===== config.mk =====
export PLATFORM = sky130hd
export DESIGN_NAME = swdt_top
export DESIGN_NICKNAME = d
export VERILOG_FILES = /design/src/swdt_pkg.sv /design/src/swdt_top.sv /design/src/swdt_tick_gen.sv
export SDC_FILE = /design/constraint.sdc
export NUM_CORES = 1
export LEC_CHECK = 0
export BUFFER_PORTS_ARGS = -buffer_cell sky130_fd_sc_hd__buf_2
export CORE_ASPECT_RATIO = 2
export CORE_MARGIN = 10
export CORE_UTILIZATION = 60
export DETAILED_ROUTE_END_ITERATION = 6
export PLACE_DENSITY = 0.75
export SYNTH_ARGS = -nofsm -noshare
export SYNTH_HDL_FRONTEND = slang
export SYNTH_SLANG_ARGS = --single-unit

===== constraint.sdc =====
create_clock -name clock -period 4.38 [get_ports clock]
set_input_delay 0.438 -clock clock [delete_from_list [all_inputs] [get_ports clock]]
set_output_delay 0.438 -clock clock [all_outputs]
set_load 0.05 [all_outputs]

===== src/swdt_pkg.sv =====
/*
  Shared constants for the supervisor watchdog timer.
  Assumes a 250 MHz clock and a timebase tick derived from the capacitor pin.
*/
`default_nettype none
package swdt_pkg;
    // Nominal periods at the nominal timing capacitor
    localparam int unsigned NORMAL_WINDOW_US = 1620000;
    localparam int unsigned EXTENDED_WINDOW_US = 12900000;
    localparam int unsigned FAULT_PULSE_US = 202000;
    localparam int unsigned NOMINAL_CAP_PF = 10000;
    // One tick per microsecond at the nominal capacitor
    localparam int unsigned TICK_US = 1;
    localparam int unsigned CLOCK_MHZ = 250;
    localparam int unsigned NOMINAL_TICK_CYCLES = TICK_US * CLOCK_MHZ;
    localparam int unsigned NORMAL_WINDOW_TICKS = NORMAL_WINDOW_US / TICK_US;
    localparam int unsigned EXTENDED_WINDOW_TICKS = EXTENDED_WINDOW_US / TICK_US;
    localparam int unsigned FAULT_PULSE_TICKS = FAULT_PULSE_US / TICK_US;
    localparam int CNT_W = 24;
    localparam int TB_W = 20;
    typedef enum logic [1:0] {
        SWDT_NORMAL,
        SWDT_PULSE,
        SWDT_EXTENDED
    } swdt_state_e;
endpackage
`default_nettype wire


===== src/swdt_top.sv =====
/*
  Supervisor watchdog timer: kick edge detection, window and fault pulse timing.
  Assumes synchronous inputs; the fault pin is open-drain with an external pull-up.
*/
`timescale 1ns/100ps
`default_nettype none
module swdt_top (
    // Clock and reset
    input  wire logic                        clock,
    input  wire logic                        rst,
    // Host side
    input  wire logic                        watchdog_kick_in,
    // Timebase, one tick period in clocks set by the capacitor
    input  wire logic [swdt_pkg::TB_W-1:0]   timebase_cap_pin,
    input  wire logic                        internal_supply_rail,
    // Supervisor events
    input  wire logic                        supply_low_lockout,
    // Open-drain fault pin
    output logic                             watchdog_fault_out_n,
    output logic                             watchdog_fault_oe
);
    localparam logic [swdt_pkg::CNT_W-1:0] NORMAL_TICKS = swdt_pkg::CNT_W'(swdt_pkg::NORMAL_WINDOW_TICKS);
    localparam logic [swdt_pkg::CNT_W-1:0] EXT_TICKS = swdt_pkg::CNT_W'(swdt_pkg::EXTENDED_WINDOW_TICKS);
    localparam logic [swdt_pkg::CNT_W-1:0] PULSE_TICKS = swdt_pkg::CNT_W'(swdt_pkg::FAULT_PULSE_TICKS);
    localparam logic [swdt_pkg::CNT_W-1:0] NORMAL_LAST = NORMAL_TICKS - 1'b1;
    localparam logic [swdt_pkg::CNT_W-1:0] EXT_LAST    = EXT_TICKS - 1'b1;
    localparam logic [swdt_pkg::CNT_W-1:0] PULSE_LAST  = PULSE_TICKS - 1'b1;

    swdt_pkg::swdt_state_e     state;
    swdt_pkg::swdt_state_e     next_state;
    logic [swdt_pkg::CNT_W-1:0] ticks;
    logic [swdt_pkg::CNT_W-1:0] next_ticks;
    logic                      kick_prev;
    logic                      lockout_prev;
    logic                      tick;
    logic                      enabled;
    logic                      kick_edge;
    logic                      lockout_rise;
    logic                      next_fault_oe;

    // Strap disables the whole timer, tick generator included
    assign enabled = !internal_supply_rail;
    assign kick_edge = watchdog_kick_in ^ kick_prev;
    assign lockout_rise = supply_low_lockout & ~lockout_prev;

    swdt_tick_gen u_tick (
        .clock       (clock),
        .rst         (rst),
        .enable      (enabled),
        .tick_period (timebase_cap_pin),
        .tick        (tick)
    );

    always_comb begin
        next_state = state;
        next_ticks = ticks;
        if (!enabled) begin
            next_state = swdt_pkg::SWDT_NORMAL;
            next_ticks = '0;
        end else if (lockout_rise) begin
            next_state = swdt_pkg::SWDT_PULSE;
            next_ticks = '0;
        end else begin
            case (state)
                swdt_pkg::SWDT_NORMAL,
                swdt_pkg::SWDT_EXTENDED: begin
                    if (kick_edge) begin
                        next_state = swdt_pkg::SWDT_NORMAL;
                        next_ticks = '0;
                    end else if (tick) begin
                        // Tick counting keeps the ratios exact at any capacitor
                        if (ticks + 1'b1 >= ((state == swdt_pkg::SWDT_NORMAL) ? NORMAL_TICKS : EXT_TICKS)) begin
                            next_state = swdt_pkg::SWDT_PULSE;
                            next_ticks = '0;
                        end else begin
                            next_ticks = ticks + 1'b1;
                        end
                    end
                end
                swdt_pkg::SWDT_PULSE: begin
                    // Kicks during the pulse are ignored
                    if (tick) begin
                        if (ticks + 1'b1 >= PULSE_TICKS) begin
                            next_state = swdt_pkg::SWDT_EXTENDED;
                            next_ticks = '0;
                        end else begin
                            next_ticks = ticks + 1'b1;
                        end
                    end
                end
                default: begin
                    next_state = swdt_pkg::SWDT_NORMAL;
                    next_ticks = '0;
                end
            endcase
        end
        // Pin changes on the same edge as the state, from a flip-flop fed by next_state
        next_fault_oe = (next_state == swdt_pkg::SWDT_PULSE);
    end

    always_ff @(posedge clock) begin
        if (rst) begin
            state <= swdt_pkg::SWDT_NORMAL;
            ticks <= '0;
            kick_prev <= 1'b0;
            lockout_prev <= 1'b0;
            watchdog_fault_oe <= 1'b0;
        end else begin
            state <= next_state;
            ticks <= next_ticks;
            kick_prev <= watchdog_kick_in;
            lockout_prev <= supply_low_lockout;
            watchdog_fault_oe <= next_fault_oe;
        end
    end

    // Data level is always low; only the enable moves
    assign watchdog_fault_out_n = 1'b0;

    // Checker-side timing model, kept apart from the state machine so that
    // a slip in window or pulse counting shows up as a disagreement
    logic [swdt_pkg::CNT_W-1:0] win_ticks;
    logic [swdt_pkg::CNT_W-1:0] next_win_ticks;
    logic [swdt_pkg::CNT_W-1:0] pulse_ticks;
    logic [swdt_pkg::CNT_W-1:0] next_pulse_ticks;
    logic [swdt_pkg::CNT_W-1:0] win_last;
    logic                      win_long;
    logic                      next_win_long;
    logic                      window_due;
    logic                      pulse_due;

    // Every pulse is followed by the long window, lockout pulses included
    assign win_last = win_long ? EXT_LAST : NORMAL_LAST;
    assign window_due = tick && !kick_edge && (win_ticks == win_last);
    assign pulse_due = tick && (pulse_ticks == PULSE_LAST);

    always_comb begin
        next_win_ticks = win_ticks;
        next_win_long = win_long;
        next_pulse_ticks = pulse_ticks;
        if (!enabled) begin
            next_win_ticks = '0;
            next_win_long = 1'b0;
            next_pulse_ticks = '0;
        end else begin
            if (watchdog_fault_oe || lockout_rise) begin
                next_win_ticks = '0;
                next_win_long = 1'b1;
            end else if (kick_edge) begin
                next_win_ticks = '0;
                next_win_long = 1'b0;
            end else if (tick) begin
                next_win_ticks = win_ticks + 1'b1;
            end
            if (!watchdog_fault_oe || lockout_rise) begin
                next_pulse_ticks = '0;
            end else if (tick) begin
                next_pulse_ticks = pulse_ticks + 1'b1;
            end
        end
    end

    always_ff @(posedge clock) begin
        if (rst) begin
            win_ticks <= '0;
            win_long <= 1'b0;
            pulse_ticks <= '0;
        end else begin
            win_ticks <= next_win_ticks;
            win_long <= next_win_long;
            pulse_ticks <= next_pulse_ticks;
        end
    end
endmodule
`default_nettype wire


===== src/swdt_tick_gen.sv =====
/*
  Timebase tick generator: one-cycle tick every tick_period clocks.
  Assumes tick_period is nonzero and steady while enabled.
*/
`timescale 1ns/100ps
`default_nettype none
module swdt_tick_gen (
    // Clock and reset
    input  wire logic                        clock,
    input  wire logic                        rst,
    // Control
    input  wire logic                        enable,
    input  wire logic [swdt_pkg::TB_W-1:0]   tick_period,
    // Tick out
    output logic                             tick
);
    logic [swdt_pkg::TB_W-1:0] count;
    logic [swdt_pkg::TB_W-1:0] next_count;
    logic                      next_tick;

    always_comb begin
        next_count = count;
        next_tick = 1'b0;
        if (!enable) begin
            next_count = '0;
        end else if (count + 1'b1 >= tick_period) begin
            next_count = '0;
            next_tick = 1'b1;
        end else begin
            next_count = count + 1'b1;
        end
    end

    always_ff @(posedge clock) begin
        if (rst) begin
            count <= '0;
            tick <= 1'b0;
        end else begin
            count <= next_count;
            tick <= next_tick;
        end
    end
endmodule
`default_nettype wire


==> Yosys cells after proc, flatten, opt, wreduce, memory -nomap -nowiden <==
Index checks and enable logic that the tools add are counted.
{ "word_totals": {"regBits": 50, "input_bits": 25, "output_inout_bits": 2, "word_cells": 42} }
{ "op_classes": {"n_addsub": 2, "n_lt_le_gt_ge": 3, "eq_ne": 5, "mux": 16, "bitwise": 3, "n_reduce_logical": 6} }
{ "ops": {"columns": ["operator", "n"], "rows": [
  ["$mux W24", 6],
  ["$pmux W24 S2", 1],
  ["$add A24 B1 Y24 const B", 1],
  ["$ge A24 B18 Y1 const B", 1],
  ["$ge A24 B24 Y1", 1],
  ["$add A20 B1 Y20 const B", 1],
  ["$ge A20 B20 Y1", 1],
  ["$mux W2", 7],
  ["$reduce_or A3 Y1", 2],
  ["$eq A2 B1 Y1 const B", 2],
  ["$pmux W2 S2", 1],
  ["$reduce_or A2 Y1", 2],
  ["$ne A3 B2 Y1 const B", 1],
  ["$eq A2 B2 Y1 const B", 1],
  ["$logic_not A2 Y1", 1],
  ["$ne A2 B1 Y1 const B", 1],
  ["$reduce_and A2 Y1", 1],
  ["$and A1 B1 Y1", 1],
  ["$mux W1", 1],
  ["$not A1 Y1", 1],
  ["$xor A1 B1 Y1", 1]
]} }

==> Logic depth before layout (Yosys ltp) <==
Gate-level depths: netlist of run 1.
{ "logic_depth": {"word_depth": 10, "mapped_depth": 18} }

==> By module <==
A second synthesis of run 1 with hierarchy kept.
{ "unflattened": {"hier_cells": 459, "hier_area_um2": 3764.9} }
{ "by_module_without_submodules": {"columns": ["mod", "n_inst", "cells_per_inst", "area_per_inst_um2", "seq_area_each_um2"], "rows": [
  ["swdt_top", 1, 291, 2308.5, 580.6],
  ["swdt_tick_gen", 1, 168, 1456.4, 420.4]
]} }

==> Worst setup path before layout of run 1 <==
OpenSTA, ideal clock, no wires.
{ "synth_timing": {"path_type": "register -> register", "from": "register ticks[0] (netlist bit)", "to": "register ticks[22] (netlist bit)", "setup_time_ns": 0.117, "arrival_time_ns": 3.384, "t_required_ns": 4.263, "path_slack_ns": 0.879, "path_stages_with_launch": 18, "n_path_buf": 2, "period_less_slack_ns": 3.501, "path_cell_list": "dfxtp_1 > ha_1 > and4_1 > buf_2 > nand3_2 > nand2b_1 > inv_1 > nand3_1 > xnor2_1 > ha_1 > and3_1 > nand3_1 > o21bai_1 > nor4b_4 > nor3_4 > buf_6 > or2_1 > a32o_1"} }
{ "synth_between": {"elab_chain_len": 6} }
{ "synth_lines": {"columns": ["element", "line_no", "rtl"], "rows": [
  ["from (decl)", "swdt_top.sv:31", "logic [swdt_pkg::CNT_W-1:0] ticks;"],
  ["from (signal assigned)", "swdt_top.sv:110", "ticks <= next_ticks;"],
  ["$add A24 B1 Y24 (*)", null, null],
  ["$ge A24 B24 Y1", "swdt_top.sv:72", "if (ticks + 1'b1 >= ((state == swdt_pkg::SWDT_NORMAL) ? NORMAL_TICKS : EXT_TICKS)) begin"],
  ["$mux W24", "swdt_top.sv:72", null],
  ["$mux W24", "swdt_top.sv:70", "end else if (tick) begin"],
  ["$mux W24", "swdt_top.sv:67", "if (kick_edge) begin"],
  ["$pmux W24 S2 (*)", "swdt_top.sv:64", "case (state)"]
]} }
Mark *: on every way between the ends. The rest lies on a longest branch, timed or not. The select of a mux whose other input is x is not followed.
A chain may end at the register's enable or synchronous reset.

==> Worst setup path in the final report of run 1 <==
{ "layout_timing": {"from": "register ticks[0] (netlist bit)", "to": "register ticks[19] (netlist bit)"} }
The elaborated chain is that of the path after synthesis.

==> flow_summary.json, run 1 <==
{
  "max_capacitance_violation_count": 0,
  "timing.final.crit_period_ns": 4.096,
  "drt-wirelength-per-cell_um": 16.90,
  "fp.coreArea_sq_um": 6310,
  "cts_tree": "yes",
  "finish.net_count": 559,
  "syn-instance-count": 482,
  "p_leak_nw": 1.935,
  "async_reset_ff_share_pct": 0,
  "clkLatencyLatePin_ns": 0.30,
  "timing.hold.worst.class": "in2reg",
  "worst_hold_startpoint": "internal_supply_rail",
  "start_util_pct": 61.23,
  "hpwl_mm": 7.741,
  "buffer_ports.inserted": 25,
  "initialDrtViolationCount": 245,
  "drtAntennaViolNets": 0,
  "timing_hold_violations_final": 0,
  "routed_via_density": 6.080,
  "fin_skew_ns": 0.004315,
  "detailedRoute.firstPassIterationCount": 5,
  "pin_count": 27,
  "die_width_um": 76.74,
  "synth_fp_nets": 541,
  "critical_path_start": "ticks[0]$_SDFFE_PP0P_",
  "multiInputGateArea_sq_um": 2634,
  "cts_buffer_count": 5,
  "crit_path_top_delay_cell": "nor2_1",
  "timing.critical_path.slowest_cell_delay_ns": 0.48,
  "critical_path.endpoint_type": "flop",
  "grt_antenna_before_repair": 0,
  "final.period_utilization_pct": 93.52,
  "cts_buffer_depth": 2,
  "sequential_cell_area_in_the_final_layout_sq_um": 1001,
  "antenna_diode_instance_count": 0,
  "critical_path_cell_by_cell": "ha_1 -> and4_2 -> nand3_2 -> nand2b_1 -> inv_1 -> nand3_1 -> xnor2_1 -> ha_1 -> and3_1 -> nand3_1 -> o21bai_1 -> nor4b_4 -> nor3_4 -> buf_4 -> nor2_1 -> o21ai_1",
  "layoutNonFillerInstCount": 587,
  "routabilityCongestion": 0.9809,
  "critical_path_arrival_ns": 4.26,
  "cp_max_fo": 10,
  "synth_sequential_area_ratio_pct": 25.91,
  "cts_root_buffer": "clkbuf_16",
  "max_freq_mhz": 244.1,
  "synthDominantAreaCellType": "dfxtp_1",
  "synthDominantCellAreaShare_pct": 25.91,
  "drive_above_1_share_pct": 14.97,
  "postSynthRegisterBits": 50,
  "grt_start_max_net_pins": 25,
  "die_h_um": 133.5,
  "synthesis.area_sq_um": 3864,
  "critical_path.reg2reg.startpoint": "ticks[0]$_SDFFE_PP0P_",
  "grt_pass1_wl_mm": 16.84,
  "setup_violations": 0,
  "place.detailed.instances": 576,
  "yosysWarningCount": 0,
  "vias_in_the_first_global_route": 3626,
  "synthTopCellsByArea": "dfxtp_1, ha_1, nand2_1",
  "r2r_slack_ns": 0.28,
  "synth-edff-count": 0,
  "cts_max_level": 2,
  "powerDensity_nw_per_um2": 227.8,
  "synth_most_common_cell": "nand2_1",
  "netlist_top_cells_count": "nand2_1, dfxtp_1, ha_1, a21oi_1, inv_1",
  "postSynth.topFlopCell": "dfxtp_1",
  "crit_required_ns": 4.54,
  "clk_pin_slew_worst_paths_ns": 0.07,
  "detail_route.wirelength_mm": 9.920,
  "relSlewSlack_pct": 45.01,
  "grt_overflow_total": 0,
  "timing.critical_path.buf_inv": 2,
  "syn_to_final_growth_pct": 8.970,
  "result_of_the_run": "finished clean",
  "drc_errors": 0,
  "dieArea_sq_um": 10240,
  "timing.final.max_slew_violations": 0,
  "rsz0062_at_grt": "no",
  "worst-slew-pin-transition_ns": 0.8193,
  "total_negative_setup_slack_ns": 0,
  "quantity_of_hold_fixing_buffers_added_after_cts": 0,
  "worst_ir_drop_vdd_mv": 0.1913,
  "synth_cell_type_count": 69,
  "crit_family": "simple AND/OR/NAND/NOR gates",
  "layout.filler_cells": 590,
  "cts_num_sinks": 50,
  "detailroute.via_count": 3569,
  "crit_path_start_kind": "flop",
  "globalRouteTotalUtil_pct": 19.79,
  "critPathKind": "reg2reg",
  "syn_area_per_cell_sq_um": 8.016,
  "num_rows": 41
}
==> registers in the layout, indices dropped and copies added (netlist names) <==
name	count
u_tick.count	20
watchdog_fault_oe	1
kick_prev	1
ticks	24
lockout_prev	1
u_tick.tick	1
state	2
==> metal layers <==
| metal | GRT usage [%] | vias to the layer above | part of all wire, % |
|---|---|---|---|
| met2 | 37.70 | 106 | 54 |
| met3 | 3.976 | 53 | 3.8 |
| met5 | 0 | - | 0 |
| met1 | 17.79 | 1666 | 36 |
| met4 | 13.83 | 0 | 7.2 |
| li1 | - | 1744 | - |
==> report_power, final <==
part	switching, mW	total (mW)	internal (mW)
combinational	0.0519	0.0843	0.0324
sequential	0.00192	0.459	0.457
clock	0.186	0.416	0.230
total	0.240	0.959	0.719
==> layout by cell type, fill, tap and decap left out, drive strengths merged, types with 8 or more instances in the layout <==
cell type,instances
a21oi,27
and3,11
buf,36
dfxtp,50
ha,34
inv,29
nand2,73
nand2b,8
nand3,21
nand4,13
nor2,26
nor3,8
nor4,11
o21ai,20
xnor2,23
xor2,16
==> per-stage QoR <==
step	power, mW	area (sq um)	setup slack [ns]	hold slack [ns]	utilization [%]
6_report	0.9591	4210	0.2839	0.3317	66.73
5_1_grt	0.9890	4210	0.03228	0.3336	66.73
4_1_cts	0.9563	4178	0.3230	0.3287	66.21
3_5_place_dp	0.5479	4023	0.3402	0.4907	63.75
3_3_place_gp	0.5453	4023	0.4904	0.4884	63.75
2_1_floorplan	0.5218	3864	0.8790	0.4674	-
==> cell families (layout without fill, tap and decap cells) <==
family	count (synthesis)	after routing	synth area share, %
AO/OA/AOI/OAI	103	103	18.07
multiplexers	2	2	0.5182
buffers and inverters	53	72	6.185
flip-flops	50	50	25.91
XOR/XNOR	39	39	9.035
adder cells (fa/ha/maj)	34	34	11.01
AND/OR/NAND/NOR	200	200	29.18
other	1	1	0.09706
==> final cells by class <==
cell class,count,area share [%]
clock inverter,2,0.3863
tap,86,2.556
multi-input combinational,379,62.56
timing repair buffer,36,4.933
inverter,28,2.496
clock buffer,6,3.299
sequential,50,23.77
==> timing repair <==
item / in CTS / in global routing
buffers inserted: 0 / 3
endpoints found under the setup margin: 0 / 1
resized for setup: 0 / 2
==> final timing paths <==
path                                              endpoint  cells after the start
worst min register to register         state[1]$_SDFF_PP0_                      2
worst max register to register      ticks[19]$_SDFFE_PP0P_                     16
worst max-delay path                ticks[19]$_SDFFE_PP0P_                     16
worst min-delay path            u_tick.count[0]$_SDFF_PP0_                      2
Power figures use the tool's default switching activity.
==> inputs of run 2 (changes only) <==
--- a/config.mk
+++ b/config.mk
@@ -5,6 +5,8 @@
 export SDC_FILE = /design/constraint.sdc
 export NUM_CORES = 1
 export LEC_CHECK = 0
+export ABC_AREA = 1
+export ABC_CLOCK_PERIOD_IN_PS = 4380
 export BUFFER_PORTS_ARGS = -buffer_cell sky130_fd_sc_hd__buf_2
 export CORE_ASPECT_RATIO = 2
 export CORE_MARGIN = 10
==> run 2 against run 1 <==
- non-clock buffer count shrank 8
- utilization fell by 0.43 points
- combinational power rose by 13%
- final cell count increased by 26%
- cell area shrank 1.5%
- flip-flop and latch count unchanged
- fmax up 19%
- critical path type unchanged
==> flow_summary.json, run 2 <==
{
  "result_of_the_run": "finished clean",
  "largest-register": "ticks",
  "drt-wirelength-per-cell_um": 13.12,
  "rsz0062_at_grt": "no",
  "detailroute.via_count": 3856,
  "p_sw_share_pct": 25.31,
  "drc_errors": 0,
  "detail_route.wirelength.met1_mm": 3.265,
  "power.internal_mw": 0.6929,
  "total_negative_setup_slack_ns": 0,
  "max_freq_mhz": 291.7,
  "cts_num_sinks": 50,
  "critical_path.reg2reg.startpoint": "u_tick.count[0]$_SDFF_PP0_",
  "routed_via_density": 5.232,
  "initialDrtViolationCount": 235,
  "clkLatencyLatePin_ns": 0.30,
  "setup_violations": 0,
  "reg.largest.list": "ticks: 24 flops, u_tick.count: 20 flops, state: 2 flops",
  "quantity_of_hold_fixing_buffers_added_after_cts": 0,
  "drtAntennaViolNets": 0,
  "place.detailed.instances": 730,
  "cts_buffer_depth": 2,
  "timing_hold_violations_final": 0,
  "postSynth.topFlopCell": "dfxtp_1",
  "synth_fp_nets": 687,
  "critical_path_arrival_ns": 3.65,
  "p_leak_nw": 2.108,
  "critPathKind": "reg2reg",
  "synth_most_common_cell": "nand2_1",
  "finish.net_count": 710,
  "fin_skew_ns": 0.005902,
  "seq_power_share_pct": 49.5,
  "routabilityCongestion": 0.9335,
  "timing.hold.ws_ns": 0.3243,
  "clk_network_pwr_share_pct": 40.2,
  "buffer_ports.inserted": 25,
  "drive_above_1_share_pct": 7.220,
  "mostFrequentLayoutCells": "nand2_1, inv_1, nor2_1",
  "layoutNonFillerInstCount": 737,
  "fp.coreArea_sq_um": 6259,
  "max_capacitance_violation_count": 0,
  "timing.final.max_slew_violations": 0,
  "crit_required_ns": 4.60,
  "cts_tree": "yes",
  "num_rows": 41,
  "final.period_utilization_pct": 78.26,
  "grt_pass1_wl_mm": 16.15,
  "die_width_um": 76.48,
  "comb_power_share_pct": 10.3,
  "worst_hold_startpoint": "rst",
  "timing.final.crit_period_ns": 3.428,
  "synth_cell_type_count": 31,
  "route.top_layer_used": "met4",
  "largest_register_ff_count": 24,
  "async_reset_ff_share_pct": 0,
  "post-cts-setup-buffer-count": 0,
  "worst-slew-pin-transition_ns": 0.8129,
  "met3_wirelength_um": 271,
  "detail_route.wirelength_mm": 9.672,
  "grt_antenna_before_repair": 0,
  "synthesis.area_sq_um": 3827,
  "ctsResizeCount": 0,
  "crit_path_start_kind": "flop",
  "syn_to_final_growth_pct": 8.401,
  "globalRouteTotalUtil_pct": 19.36,
  "r2r_slack_ns": 0.95,
  "postSynthRegisterBits": 50,
  "critical_path.reg2reg.endpoint": "u_tick.count[15]$_SDFF_PP0_",
  "clk_pin_slew_worst_paths_ns": 0.06,
  "powerDensity_nw_per_um2": 223.6,
  "vias_in_the_first_global_route": 3787,
  "synthTopCellsByArea": "dfxtp_1, nand2_1, inv_1",
  "synth_sequential_area_ratio_pct": 26.15,
  "synthDominantAreaCellType": "dfxtp_1",
  "synthDominantCellAreaShare_pct": 26.15,
  "worstHoldPathCells": 2,
  "grt_overflow_total": 0,
  "netlist_top_cells_count": "nand2_1, inv_1, nor2_1, nand3_1, dfxtp_1",
  "timing.hold.worst.class": "in2reg",
  "syn-instance-count": 628,
  "syn_area_per_cell_sq_um": 6.095,
  "synth-edff-count": 0,
  "die_h_um": 133.0,
  "start_util_pct": 61.16,
  "power.switching_mw": 0.2348,
  "relSlewSlack_pct": 45.75,
  "cts_max_level": 2,
  "grt_start_max_net_pins": 26,
  "met2RoutedLength_mm": 5.672,
  "yosysWarningCount": 0,
  "critical_path.endpoint_type": "flop",
  "worst-r2r-cell-count": 17,
  "hpwl_mm": 7.892,
  "worst_ir_drop_vdd_mv": 0.1952,
  "layout.cells.most_common": "nand2_1",
  "antenna_diode_instance_count": 0,
  "cp_max_fo": 20,
  "cts_root_buffer": "clkbuf_16",
  "worstHoldEndpoint": "kick_prev$_SDFF_PP0_",
  "dieArea_sq_um": 10170,
  "cts_buffer_count": 5,
  "detailedRoute.firstPassIterationCount": 4,
  "pin_count": 27
}
-- run 2: how the worst max path moves through the flow --
| stage | slack, ns | startpoint | end |
|---|---|---|---|
| floorplan | 1.36 | u_tick.count[0]$_SDFF_PP0_ | u_tick.count[15]$_SDFF_PP0_ |
| global placement | 1.08 | u_tick.count[0]$_SDFF_PP0_ | u_tick.count[15]$_SDFF_PP0_ |
| detailed placement | 0.95 | u_tick.count[0]$_SDFF_PP0_ | u_tick.count[15]$_SDFF_PP0_ |
| CTS | 0.93 | u_tick.count[0]$_SDFF_PP0_ | u_tick.count[15]$_SDFF_PP0_ |
| global route | 0.53 | u_tick.count[0]$_SDFF_PP0_ | u_tick.count[15]$_SDFF_PP0_ |
| finish | 0.95 | u_tick.count[0]$_SDFF_PP0_ | u_tick.count[15]$_SDFF_PP0_ |
-- run 2: power groups by stage --
| stage | logic, mW | registers [mW] | clock network [mW] |
|---|---|---|---|
| 2_1_floorplan | 0.0654 | 0.471 | 0 |
| 3_3_place_gp | 0.0931 | 0.470 | 0 |
| 3_5_place_dp | 0.0959 | 0.470 | 0 |
| 4_1_cts | 0.0964 | 0.459 | 0.380 |
| 5_1_grt | 0.108 | 0.460 | 0.394 |
| 6_report | 0.0951 | 0.460 | 0.373 |
-- run 2: kinds of logic (layout without fill, tap and decap cells) --
logic type      Yosys count  count (layout)  synth area share [%]
compound gates           67              67                 9.121
xor+xnor                 15              15                 3.433
simple gates            329             329                 36.52
buf+inv                 132             155                 13.57
flops                    50              50                 26.15
other cells               1               1               0.09798
fa+ha+maj                34              34                 11.11
-- run 2: routing by layer --
metal | global-route usage, % | up-vias
met4 | 11.95 | 0
met1 | 15.55 | 1736
met3 | 2.917 | 30
met2 | 40.54 | 84
li1 | - | 2006
met5 | 0 | -
-- run 2: cell type report --
cell class              instances  area, sq um
multi-input cells             446         2307
fillers                       631         2110
flip-flops and latches         50         1001
inverters                     120        450.4
repair buffers                 28        147.6
clock buffers                   5        125.1
well taps                      86        107.6
clock inverters                 2        10.01
-- run 2: per-stage QoR --
step / area, sq um / utilization, % / setup WS [ns] / total power, mW
floorplan: 3827 / - / 1.357 / 0.5364
global placement: 4014 / 64.13 / 1.077 / 0.5628
detailed placement: 4014 / 64.13 / 0.9481 / 0.5657
CTS: 4149 / 66.29 / 0.9265 / 0.9359
global route: 4149 / 66.29 / 0.5251 / 0.9621
finish: 4149 / 66.29 / 0.9522 / 0.9277
-- run 2: worst max-delay path, stage by stage, from the launching register on --
cell and delay [ns]:
dfxtp_1 0.37, and3_1 0.24, nand4_1 0.13, nor2_1 0.11, nand2_1 0.11, nor2_1 0.18
nand3_1 0.09, nor2_1 0.13, nand2_1 0.10, o21ai_0 0.28, inv_1 0.08, ha_1 0.30
a21oi_1 0.15, o21ai_0 0.13, a21oi_1 0.15, nand4_1 0.12, or2_2 0.46, nor3_1 0.21
